**src/hw/aac_cfg.svh**
```systemverilog
// constants of the add arithmetic condition unit
// assumes inclusion by the unit; offsets are byte addresses on the bus
// Behaviour
// - positive flag bit 3 when result above zero
// - zero flag bit 2 when all bits zero
// - negative flag bit 1 when result below zero
// - overflow bit 0 on unbalanced sign carry
// - sum to second operand, first unchanged
// - opcode 30 increments memory word, sets flags
// - opcode 41 adds memory into index register
// - direct index ops unindexed, indirect may index
// - opcode 43 adds memory into accumulator
// - opcode 42 adds memory into extension
// - opcode 44 adds memory pair into double
// - low half bit 23 carries into high
// - double flags from whole double result
// - opcode 45 adds byte, bits 23-8 kept
// - opcode 46 adds index register into memory
// - opcode 50 adds accumulator into memory
// - opcode 47 adds extension into memory
// - opcode 0012 adds signed immediate byte
// - opcode 64 adds zero-extended immediate to register
// - double is extension high, accumulator low
`ifndef AAC_CFG_SVH
`define AAC_CFG_SVH

// register offsets
`define AAC_OFS_INSTR    8'h00
`define AAC_OFS_EA       8'h04
`define AAC_OFS_COND     8'h08
`define AAC_OFS_STAT     8'h0C
`define AAC_OFS_GPR      8'h10
`define AAC_OFS_LAST     8'h24

// reset values
`define AAC_RST_WORD     24'h000000
`define AAC_RST_COND     4'h0

// register file indices: code minus one
`define AAC_IDX_E        3'h3
`define AAC_IDX_A        3'h4

// opcodes, instruction bits 23-18
`define AAC_OP_INCR_MEM  6'h18
`define AAC_OP_MEM_IDX   6'h21
`define AAC_OP_MEM_EXT   6'h22
`define AAC_OP_MEM_ACC   6'h23
`define AAC_OP_MEM_DBL   6'h24
`define AAC_OP_MEM_BYTE  6'h25
`define AAC_OP_IDX_MEM   6'h26
`define AAC_OP_EXT_MEM   6'h27
`define AAC_OP_ACC_MEM   6'h28
`define AAC_OP_IMM_REG   6'h34
// twelve-bit opcode, instruction bits 23-12
`define AAC_OP_IMM_BYTE  12'h00A

// axi responses
`define AAC_RESP_OKAY    2'h0
`define AAC_RESP_SLVERR  2'h2

`endif

```
**src/hw/aac_pkg.sv**
```systemverilog
// types of the add arithmetic condition unit
// assumes nothing beyond the unit that uses it
package aac_pkg;

    typedef enum logic [2:0] {
        AAC_IDLE = 3'h0,
        AAC_RD   = 3'h1,
        AAC_RD2  = 3'h5,
        AAC_EXEC = 3'h3,
        AAC_WR   = 3'h2
    } aac_state_e;

endpackage : aac_pkg

```
**src/hw/aac_unit.sv**
```systemverilog
// add datapath with condition flags, axi4-lite register port
// assumes a memory on aclk that acks each request with one pulse
`timescale 1ns/1ns
`default_nettype none
`include "aac_cfg.svh"

module aac_unit (
    // clock and reset
    input  wire logic        aclk,
    input  wire logic        aresetn,
    // register bus, write
    input  wire logic [7:0]  s_axi_awaddr,
    input  wire logic        s_axi_awvalid,
    output logic             s_axi_awready,
    input  wire logic [31:0] s_axi_wdata,
    input  wire logic [3:0]  s_axi_wstrb,
    input  wire logic        s_axi_wvalid,
    output logic             s_axi_wready,
    output logic [1:0]       s_axi_bresp,
    output logic             s_axi_bvalid,
    input  wire logic        s_axi_bready,
    // register bus, read
    input  wire logic [7:0]  s_axi_araddr,
    input  wire logic        s_axi_arvalid,
    output logic             s_axi_arready,
    output logic [31:0]      s_axi_rdata,
    output logic [1:0]       s_axi_rresp,
    output logic             s_axi_rvalid,
    input  wire logic        s_axi_rready,
    // main memory
    output logic             mem_req,
    output logic             mem_we,
    output logic [14:0]      mem_addr,
    output logic [23:0]      mem_wdata,
    input  wire logic        mem_ack,
    input  wire logic [23:0] mem_rdata,
    // status
    output logic [3:0]       cond_flags,
    output logic             busy
);

    // ------------------------------------------------------------
    // state
    // ------------------------------------------------------------
    aac_pkg::aac_state_e st_q;
    aac_pkg::aac_state_e st_d;
    logic [23:0]         gpr_q [6];
    logic [23:0]         instr_q;
    logic [14:0]         ea_q;
    logic [23:0]         md0_q;
    logic [23:0]         md1_q;
    logic [3:0]          cond_q;
    logic                bad_q;
    logic                aw_have_q;
    logic                w_have_q;
    logic [7:0]          awaddr_q;
    logic [31:0]         wdata_q;
    logic [3:0]          wstrb_q;
    logic                bvalid_q;
    logic [1:0]          bresp_q;
    logic                rvalid_q;
    logic [1:0]          rresp_q;
    logic [31:0]         rdata_q;
    logic                mem_req_q;
    logic                mem_we_q;
    logic [14:0]         mem_addr_q;
    logic [23:0]         mem_wdata_q;

    function automatic logic [23:0] merge(input logic [23:0] o,
                                          input logic [31:0] d,
                                          input logic [3:0]  s);
        logic [23:0] r;
        r = o;
        for (int i = 0; i < 3; i++) begin
            if (s[i]) begin
                r[i*8 +: 8] = d[i*8 +: 8];
            end
        end
        return r;
    endfunction : merge

    // ------------------------------------------------------------
    // instruction decode
    // ------------------------------------------------------------
    wire [5:0]  opc     = instr_q[23:18];
    wire        indir   = instr_q[17];
    wire [2:0]  rsel    = instr_q[17:15];
    wire [1:0]  xsel    = instr_q[16:15];
    wire [14:0] afield  = instr_q[14:0];
    wire        is_aob  = instr_q[23:12] == `AAC_OP_IMM_BYTE;
    wire        is_aor  = opc == `AAC_OP_IMM_REG;
    wire        is_dbl  = opc == `AAC_OP_MEM_DBL;
    wire        is_byte = is_aob | (opc == `AAC_OP_MEM_BYTE);
    wire        is_xop  = (opc == `AAC_OP_MEM_IDX) | (opc == `AAC_OP_IDX_MEM);
    wire        to_mem  = (opc == `AAC_OP_INCR_MEM) | (opc == `AAC_OP_IDX_MEM)
                        | (opc == `AAC_OP_EXT_MEM) | (opc == `AAC_OP_ACC_MEM);
    wire        to_reg  = (opc == `AAC_OP_MEM_IDX) | (opc == `AAC_OP_MEM_EXT)
                        | (opc == `AAC_OP_MEM_ACC) | is_dbl
                        | (opc == `AAC_OP_MEM_BYTE);
    wire        mem_op  = to_mem | to_reg;
    wire        op_ok   = (mem_op | is_aob | is_aor)
                        & (~is_xop | (xsel != 2'h0))
                        & (~is_aor | ((rsel != 3'h0) & (rsel != 3'h7)));
    wire [2:0]  ridx    = is_aor ? rsel - 3'h1 : {1'b0, xsel} - 3'h1;
    wire [2:0]  didx    = (is_aor | is_xop) ? ridx
                        : ((opc == `AAC_OP_MEM_EXT) | (opc == `AAC_OP_EXT_MEM))
                        ? `AAC_IDX_E : `AAC_IDX_A;
    // direct index references use the raw address field
    wire [14:0] effective_address     = (is_xop & ~indir) ? afield : ea_q;

    // ------------------------------------------------------------
    // adders and flags
    // ------------------------------------------------------------
    wire [23:0] opa  = (opc == `AAC_OP_INCR_MEM) ? 24'h000001
                     : gpr_q[didx];
    wire [23:0] opb  = is_aor ? {9'h000, afield} : md0_q;
    wire [23:0] ssum = opa + opb;
    wire        sovf = (opa[23] == opb[23]) & (ssum[23] != opa[23]);
    wire [7:0]  bb   = is_aob ? instr_q[7:0] : md0_q[7:0];
    wire [7:0]  bsum = opa[7:0] + bb;
    wire        bovf = (opa[7] == bb[7]) & (bsum[7] != opa[7]);
    // double: extension high word, accumulator low word
    wire [23:0] dlo  = gpr_q[`AAC_IDX_A] + md1_q;
    wire [23:0] dhi  = gpr_q[`AAC_IDX_E] + md0_q
                     + {23'h000000, dlo[23]};
    wire        dovf = (gpr_q[`AAC_IDX_E][23] == md0_q[23])
                     & (dhi[23] != gpr_q[`AAC_IDX_E][23]);
    wire [23:0] res  = is_byte ? {opa[23:8], bsum} : ssum;
    wire        f_z  = is_dbl ? ({dhi, dlo[22:0]} == 47'h0)
                     : is_byte ? (bsum == 8'h00)
                     : (ssum == 24'h000000);
    wire        f_n  = is_dbl ? dhi[23] : is_byte ? bsum[7]
                     : ssum[23];
    wire        f_v  = is_dbl ? dovf : is_byte ? bovf : sovf;
    wire [3:0]  flags = {~f_z & ~f_n, f_z, f_n, f_v};

    // ------------------------------------------------------------
    // bus decode
    // ------------------------------------------------------------
    wire        wr_fire = aw_have_q & w_have_q & ~bvalid_q;
    wire        wr_map  = (awaddr_q[1:0] == 2'h0)
                        & (awaddr_q <= `AAC_OFS_LAST);
    wire        wr_ok   = wr_fire & wr_map & (st_q == aac_pkg::AAC_IDLE);
    wire        start   = wr_ok & (awaddr_q == `AAC_OFS_INSTR);
    wire        exec    = st_q == aac_pkg::AAC_EXEC;
    wire        mem_done = mem_req_q & mem_ack;
    wire        issue   = ((st_q == aac_pkg::AAC_RD)
                        | (st_q == aac_pkg::AAC_RD2)
                        | (st_q == aac_pkg::AAC_WR)) & ~mem_req_q;
    wire [7:0]  ra      = s_axi_araddr;
    wire        rd_map  = (ra[1:0] == 2'h0) & (ra <= `AAC_OFS_LAST);
    wire [2:0]  rgi     = 3'(ra[7:2] - 6'h04);
    wire [23:0] rd_val  = (ra == `AAC_OFS_INSTR) ? instr_q
                        : (ra == `AAC_OFS_EA) ? {9'h000, ea_q}
                        : (ra == `AAC_OFS_COND) ? {20'h00000, cond_q}
                        : (ra == `AAC_OFS_STAT) ? {22'h000000, bad_q, busy}
                        : gpr_q[rgi];

    assign s_axi_awready = ~aw_have_q;
    assign s_axi_wready  = ~w_have_q;
    assign s_axi_bvalid  = bvalid_q;
    assign s_axi_bresp   = bresp_q;
    assign s_axi_arready = ~rvalid_q;
    assign s_axi_rvalid  = rvalid_q;
    assign s_axi_rresp   = rresp_q;
    assign s_axi_rdata   = rdata_q;
    assign mem_req       = mem_req_q;
    assign mem_we        = mem_we_q;
    assign mem_addr      = mem_addr_q;
    assign mem_wdata     = mem_wdata_q;
    assign cond_flags    = cond_q;
    assign busy          = st_q != aac_pkg::AAC_IDLE;

    // ------------------------------------------------------------
    // axi4-lite slave
    // ------------------------------------------------------------
    always_ff @(posedge aclk) begin
        if (!aresetn) begin
            aw_have_q <= 1'b0;
            w_have_q  <= 1'b0;
            bvalid_q  <= 1'b0;
            bresp_q   <= `AAC_RESP_OKAY;
            awaddr_q  <= 8'h00;
            wdata_q   <= 32'h00000000;
            wstrb_q   <= 4'h0;
        end else begin
            if (s_axi_awvalid & ~aw_have_q) begin
                aw_have_q <= 1'b1;
                awaddr_q  <= s_axi_awaddr;
            end
            if (s_axi_wvalid & ~w_have_q) begin
                w_have_q <= 1'b1;
                wdata_q  <= s_axi_wdata;
                wstrb_q  <= s_axi_wstrb;
            end
            if (wr_fire) begin
                aw_have_q <= 1'b0;
                w_have_q  <= 1'b0;
                bvalid_q  <= 1'b1;
                bresp_q   <= wr_map ? `AAC_RESP_OKAY : `AAC_RESP_SLVERR;
            end else if (bvalid_q & s_axi_bready) begin
                bvalid_q <= 1'b0;
            end
        end
    end

    always_ff @(posedge aclk) begin
        if (!aresetn) begin
            rvalid_q <= 1'b0;
            rresp_q  <= `AAC_RESP_OKAY;
            rdata_q  <= 32'h00000000;
        end else if (s_axi_arvalid & ~rvalid_q) begin
            rvalid_q <= 1'b1;
            rresp_q  <= rd_map ? `AAC_RESP_OKAY : `AAC_RESP_SLVERR;
            rdata_q  <= rd_map ? {8'h00, rd_val} : 32'h00000000;
        end else if (rvalid_q & s_axi_rready) begin
            rvalid_q <= 1'b0;
        end
    end

    // ------------------------------------------------------------
    // sequencer
    // ------------------------------------------------------------
    always_comb begin
        st_d = st_q;
        case (st_q)
            aac_pkg::AAC_IDLE: begin
                if (start) begin
                    st_d = aac_pkg::AAC_RD;
                end
            end
            aac_pkg::AAC_RD: begin
                if (!(mem_op & op_ok)) begin
                    st_d = aac_pkg::AAC_EXEC;
                end else if (mem_done) begin
                    st_d = is_dbl ? aac_pkg::AAC_RD2 : aac_pkg::AAC_EXEC;
                end
            end
            aac_pkg::AAC_RD2: begin
                if (mem_done) begin
                    st_d = aac_pkg::AAC_EXEC;
                end
            end
            aac_pkg::AAC_EXEC: begin
                st_d = (to_mem & op_ok) ? aac_pkg::AAC_WR
                                        : aac_pkg::AAC_IDLE;
            end
            aac_pkg::AAC_WR: begin
                if (mem_done) begin
                    st_d = aac_pkg::AAC_IDLE;
                end
            end
            default: st_d = aac_pkg::AAC_IDLE;
        endcase
    end

    always_ff @(posedge aclk) begin
        if (!aresetn) begin
            st_q <= aac_pkg::AAC_IDLE;
        end else begin
            st_q <= st_d;
        end
    end

    // ------------------------------------------------------------
    // memory port
    // ------------------------------------------------------------
    always_ff @(posedge aclk) begin
        if (!aresetn) begin
            mem_req_q   <= 1'b0;
            mem_we_q    <= 1'b0;
            mem_addr_q  <= 15'h0000;
            mem_wdata_q <= `AAC_RST_WORD;
        end else if (mem_done) begin
            mem_req_q <= 1'b0;
        end else if (issue & (mem_op & op_ok)) begin
            mem_req_q  <= 1'b1;
            mem_we_q   <= st_q == aac_pkg::AAC_WR;
            mem_addr_q <= (st_q == aac_pkg::AAC_RD2) ? effective_address + 15'h0001
                                                     : effective_address;
        end else if (exec) begin
            mem_wdata_q <= res;
        end
    end

    always_ff @(posedge aclk) begin
        if (!aresetn) begin
            md0_q <= `AAC_RST_WORD;
            md1_q <= `AAC_RST_WORD;
        end else if (mem_done & (st_q == aac_pkg::AAC_RD)) begin
            md0_q <= mem_rdata;
        end else if (mem_done & (st_q == aac_pkg::AAC_RD2)) begin
            md1_q <= mem_rdata;
        end
    end

    // ------------------------------------------------------------
    // control registers and flags
    // ------------------------------------------------------------
    always_ff @(posedge aclk) begin
        if (!aresetn) begin
            instr_q <= `AAC_RST_WORD;
            ea_q    <= 15'h0000;
            cond_q  <= `AAC_RST_COND;
            bad_q   <= 1'b0;
        end else begin
            if (start) begin
                instr_q <= merge(instr_q, wdata_q, wstrb_q);
                bad_q   <= 1'b0;
            end
            if (wr_ok & (awaddr_q == `AAC_OFS_EA)) begin
                ea_q <= 15'(merge({9'h000, ea_q}, wdata_q, wstrb_q));
            end
            if (exec & op_ok) begin
                cond_q <= flags;
            end else if (wr_ok & (awaddr_q == `AAC_OFS_COND)) begin
                cond_q <= 4'(merge({20'h00000, cond_q}, wdata_q, wstrb_q));
            end
            if (exec & ~op_ok) begin
                bad_q <= 1'b1;
            end
        end
    end

    // one register per entry; only the named destination changes, or both E and A for a double add
    for (genvar g = 0; g < 6; g++) begin : g_gpr
        wire wr_g  = wr_ok & (awaddr_q == 8'(`AAC_OFS_GPR + 4 * g));
        wire ex_g  = exec & op_ok & ~to_mem;
        wire dst_g = didx == 3'(g);
        always_ff @(posedge aclk) begin
            if (!aresetn) begin
                gpr_q[g] <= `AAC_RST_WORD;
            end else if (ex_g & is_dbl & (3'(g) == `AAC_IDX_E)) begin
                gpr_q[g] <= dhi;
            end else if (ex_g & is_dbl & (3'(g) == `AAC_IDX_A)) begin
                gpr_q[g] <= {1'b0, dlo[22:0]};
            end else if (ex_g & ~is_dbl & dst_g) begin
                gpr_q[g] <= res;
            end else if (wr_g) begin
                gpr_q[g] <= merge(gpr_q[g], wdata_q, wstrb_q);
            end
        end
    end

    wire [23:0] reg_a = gpr_q[`AAC_IDX_A];
    wire [23:0] reg_e = gpr_q[`AAC_IDX_E];
    wire ex_acc = exec & (opc == `AAC_OP_MEM_ACC);
endmodule : aac_unit

`default_nettype wire

```
**config.mk**
```make
export PLATFORM = sky130hd
export DESIGN_NAME = aac_unit
export DESIGN_NICKNAME = d
export VERILOG_FILES = /design/src/hw/aac_pkg.sv /design/src/hw/aac_unit.sv
export VERILOG_INCLUDE_DIRS = /design/src /design/src/hw
export SDC_FILE = /design/constraint.sdc
export NUM_CORES = 1
export LEC_CHECK = 0
export BUFFER_PORTS_ARGS = -buffer_cell sky130_fd_sc_hd__buf_2
export CAP_MARGIN = 30
export CORE_ASPECT_RATIO = 1.2
export CORE_UTILIZATION = 60
export DETAILED_ROUTE_END_ITERATION = 8
export GPL_TIMING_DRIVEN = 0
export PLACE_DENSITY_LB_ADDON = 0.1
export REMOVE_ABC_BUFFERS = 1
export SLEW_MARGIN = 15
export SYNTH_ARGS = -nofsm -noshare
export SYNTH_HDL_FRONTEND = slang
export SYNTH_SLANG_ARGS = --single-unit
```
**constraint.sdc**
```tcl
create_clock -name aclk -period 8.3 [get_ports aclk]
set_input_delay 1.66 -clock aclk [delete_from_list [all_inputs] [get_ports aclk]]
set_output_delay 1.66 -clock aclk [all_outputs]
set_load 0.005 [all_outputs]
```
==> flow_metrics.tcl <==
set metrics [dict create \
    hold_violations 0 \
    synthTopCellsByArea "edfxtp_1 (19%), dfxtp_1 (17%), mux2i_1 (5.4%), nand2_1 (5.3%), a21oi_1 (4.9%)" \
    dieWidth_microns 182 \
    io_pins 171 \
    synth_cell_types 104 \
    worstMarginPinSlew_ns 1.10 \
    tns_ns 0 \
    fin_skew_ns 0.0270 \
    cts_buffers 39 \
    clock_latency_ns 0.58 \
    first_iter_violations 3141 \
    postLayoutCellArea_sq_mm 0.0259 \
    cts.path.max_buffers 3 \
    ant_nets 0 \
    timing.final.crit_share_pct 96.3 \
    critPathArrivalTime_ns 8.44 \
    syn_inst 2700 \
    synth_top_area_share_pct 18.6 \
    nets 2895 \
    grt_max_degree 103 \
    placed_area_sq_mm 0.0245 \
    crit_path_start_kind "flip-flop" \
    post_drt_wl_per_cell_microns 29.4 \
    grt_overflow 0 \
    clock-root-buffer "clkbuf_16" \
    cpPeakStageDelay_ns 0.92 \
    die_h_microns 217 \
    path_class "flip-flop to flip-flop" \
    cts_tree "done" \
    pre_cts_ws_ns 0.355 \
    synth_area_per_cell_sq_um 8.59 \
    crit_family "simple AND/OR/NAND/NOR gates" \
    ys_top_cells_by_count "nand2_1 (326), nor2_1 (273), a21oi_1 (225), dfxtp_1 (201), clkbuf_1 (158)" \
    slowest_stage "dfxtp_1" \
    vias_per_cell 7.23 \
    hold_path.class "flip-flop to flip-flop" \
    worst_slack_ns 0.308 \
    seq_area_frac_synth_pct 36.0 \
    cp_common_cell "nor4_1" \
    routabilityCongestion 1.04 \
    antenna_found_initial 0 \
    rows 78 \
    peakVddDrop_mv 0.186 \
    ys_warn_count 0 \
    clk_transition_reported_paths_ns 0.07 \
    path_cells "nand4bb_1 > a311oi_1 > nand3_2 > nor2_1 > or4_1 > o21ai_0 > and2_1 > ha_1 > a21oi_1 > o221a_2 > nor4_1 > a211oi_2 > a41oi_1 > a21o_1 > xor2_1 > or2_2 > nor4_1 > nand4_1 > o211ai_1 > o311ai_1" \
    drt-total-wl_microns 95600 \
    path_depth 20 \
    drcViolationCount 0 \
    cts_sinks 345 \
    finish.utilization_pct 68.1 \
    syn_area_sq_mm 0.0232 \
    hold_ws_ns 0.452 \
    die-area_sq_mm 0.0395 \
    hpwl_microns 71300 \
    first_pass_iters 9 \
    rsz0062_at_grt "false" \
    final_cells 3245 \
    required_ns 8.75 \
    max_freq_mhz 125 \
    grt_first_pass_wirelength_microns 139000 \
    hold_depth 2 \
    drive_gt1_share_pct 14.3 \
    status "complete, no violations" \
    period_needed_ns 7.99 \
    cp_max_fo 22 \
    portBuffers 151 \
    synth_area_leader_cell "edfxtp_1" \
    initial_core_util_pct 61.1 \
    slew_violations 0 \
    finalSetupViolations 0 \
    placed_cells 3167 \
    grt_use_total_pct 47.7 \
    grt_pass1_vias 22400 \
    endpoint_kind "flip-flop" \
    p_total_mw 4.00 \
    synth_edf_count 144 \
    ys.flop_type "dfxtp_1" \
    dr_total_vias 23500 \
    area_growth_pct 11.5 \
    p_leak_nw 10.2 \
    slew_headroom_pct 25.7 \
    h-tree-depth 2 \
    synth_most_common_cell "nand2_1" \
    core_area_sq_mm 0.0380 \
    powerDensity_mw_per_mm2 155 \
    worstRegToRegCells 20 \
    maxCapViolCount 0 \
    async_reset_ff_share_pct 0 \
    path_buf_inv 0 \
    ys_ff_latch 345 \
]
==> final timing paths <==
path                                     start        endpoint  slack, ns
worst max-delay path               instr_q[22]   cond_flags[3]       0.31
worst min-delay path            s_axi_rdata[8]  s_axi_rdata[8]       0.45
worst max register to register     instr_q[22]   cond_flags[3]       0.31
worst min register to register  s_axi_rdata[8]  s_axi_rdata[8]       0.45
==> per-layer routing <==
layer  vias to the layer above  global-route usage [%]  share of wire (%)
met1                     11100                    54.8                 34
met4                         0                    38.7                9.1
met2                      1833                    75.0                 45
met5                         -                       0                  0
met3                       468                    12.8                 13
li1                      10100                       -                  -
==> cell families after synthesis <==
kind of cell             share of synthesized area, %
AO/OA/AOI/OAI                                    22.8
XOR/XNOR                                         2.72
adder cells (fa/ha/maj)                          4.46
buffers and inverters                            5.03
flip-flops                                       36.0
multiplexers                                     9.37
other                                          0.0162
AND/OR/NAND/NOR                                  19.6
==> where the power goes <==
part	switching [mW]	leakage, nW	internal (mW)
Combinational	0.206	6.40	0.106
Sequential	0.0631	3.11	1.80
Clock	0.772	0.658	1.05
Total	1.04	10.2	2.96
==> cell type report <==
cell class / instances / area (sq um)
fill: 2965 / 12100
clock buffer: 47 / 1100
timing repair buffer: 190 / 1340
tap: 480 / 601
antenna: 1 / 2.50
sequential: 345 / 8350
inverter: 84 / 320
multi-input combinational: 2073 / 13900
clock inverter: 25 / 243
==> sequential cells by signal, indices dropped and copies added (netlist names), 3 cells and up <==
name,cells
mem_wdata,24
cond_flags,4
wdata_q,24
mem_addr,15
instr_q,24
wstrb_q,3
gpr_q,144
awaddr_q,8
s_axi_rdata,24
ea_q,15
md0_q,24
md1_q,24
st_q,3
==> cell usage in the layout, fill, tap and decap left out, types with 11 or more instances in the layout <==
| master | instances |
|---|---|
| a21o_1 | 36 |
| nor2_1 | 264 |
| nor3_1 | 76 |
| and2_1 | 37 |
| o21ai_1 | 12 |
| edfxtp_1 | 144 |
| a222oi_1 | 18 |
| o211ai_1 | 20 |
| xor2_1 | 29 |
| o22ai_1 | 24 |
| or3_1 | 19 |
| a31oi_1 | 12 |
| o2111ai_1 | 12 |
| clkbuf_16 | 42 |
| buf_2 | 153 |
| ha_1 | 73 |
| a221o_1 | 24 |
| nand2_1 | 321 |
| nand3_1 | 47 |
| o21a_1 | 16 |
| xnor2_1 | 43 |
| mux2i_1 | 125 |
| mux2_2 | 34 |
| o31ai_1 | 11 |
| a22o_1 | 82 |
| a22oi_1 | 15 |
| dfxtp_1 | 201 |
| nand4_1 | 19 |
| nor4_1 | 29 |
| a211oi_1 | 25 |
| nand2b_1 | 31 |
| inv_1 | 83 |
| nor2b_1 | 19 |
| mux4_2 | 24 |
| o21ai_0 | 112 |
| a21oi_1 | 222 |
==> worst min-delay path, stage by stage, from the launching register on <==
cell and delay (ns):
dfxtp_1 0.31, nand2_1 0.05, a21oi_1 0.05
==> repair_timing <==
item / CTS / global route
gates resized for setup: 0 / 4
hold endpoints to repair: 0 / 0
buffers inserted: 0 / 0
setup endpoints to repair: 0 / 2
hold buffers: 0 / 0
No activity file was read; power rests on OpenSTA's default activity.
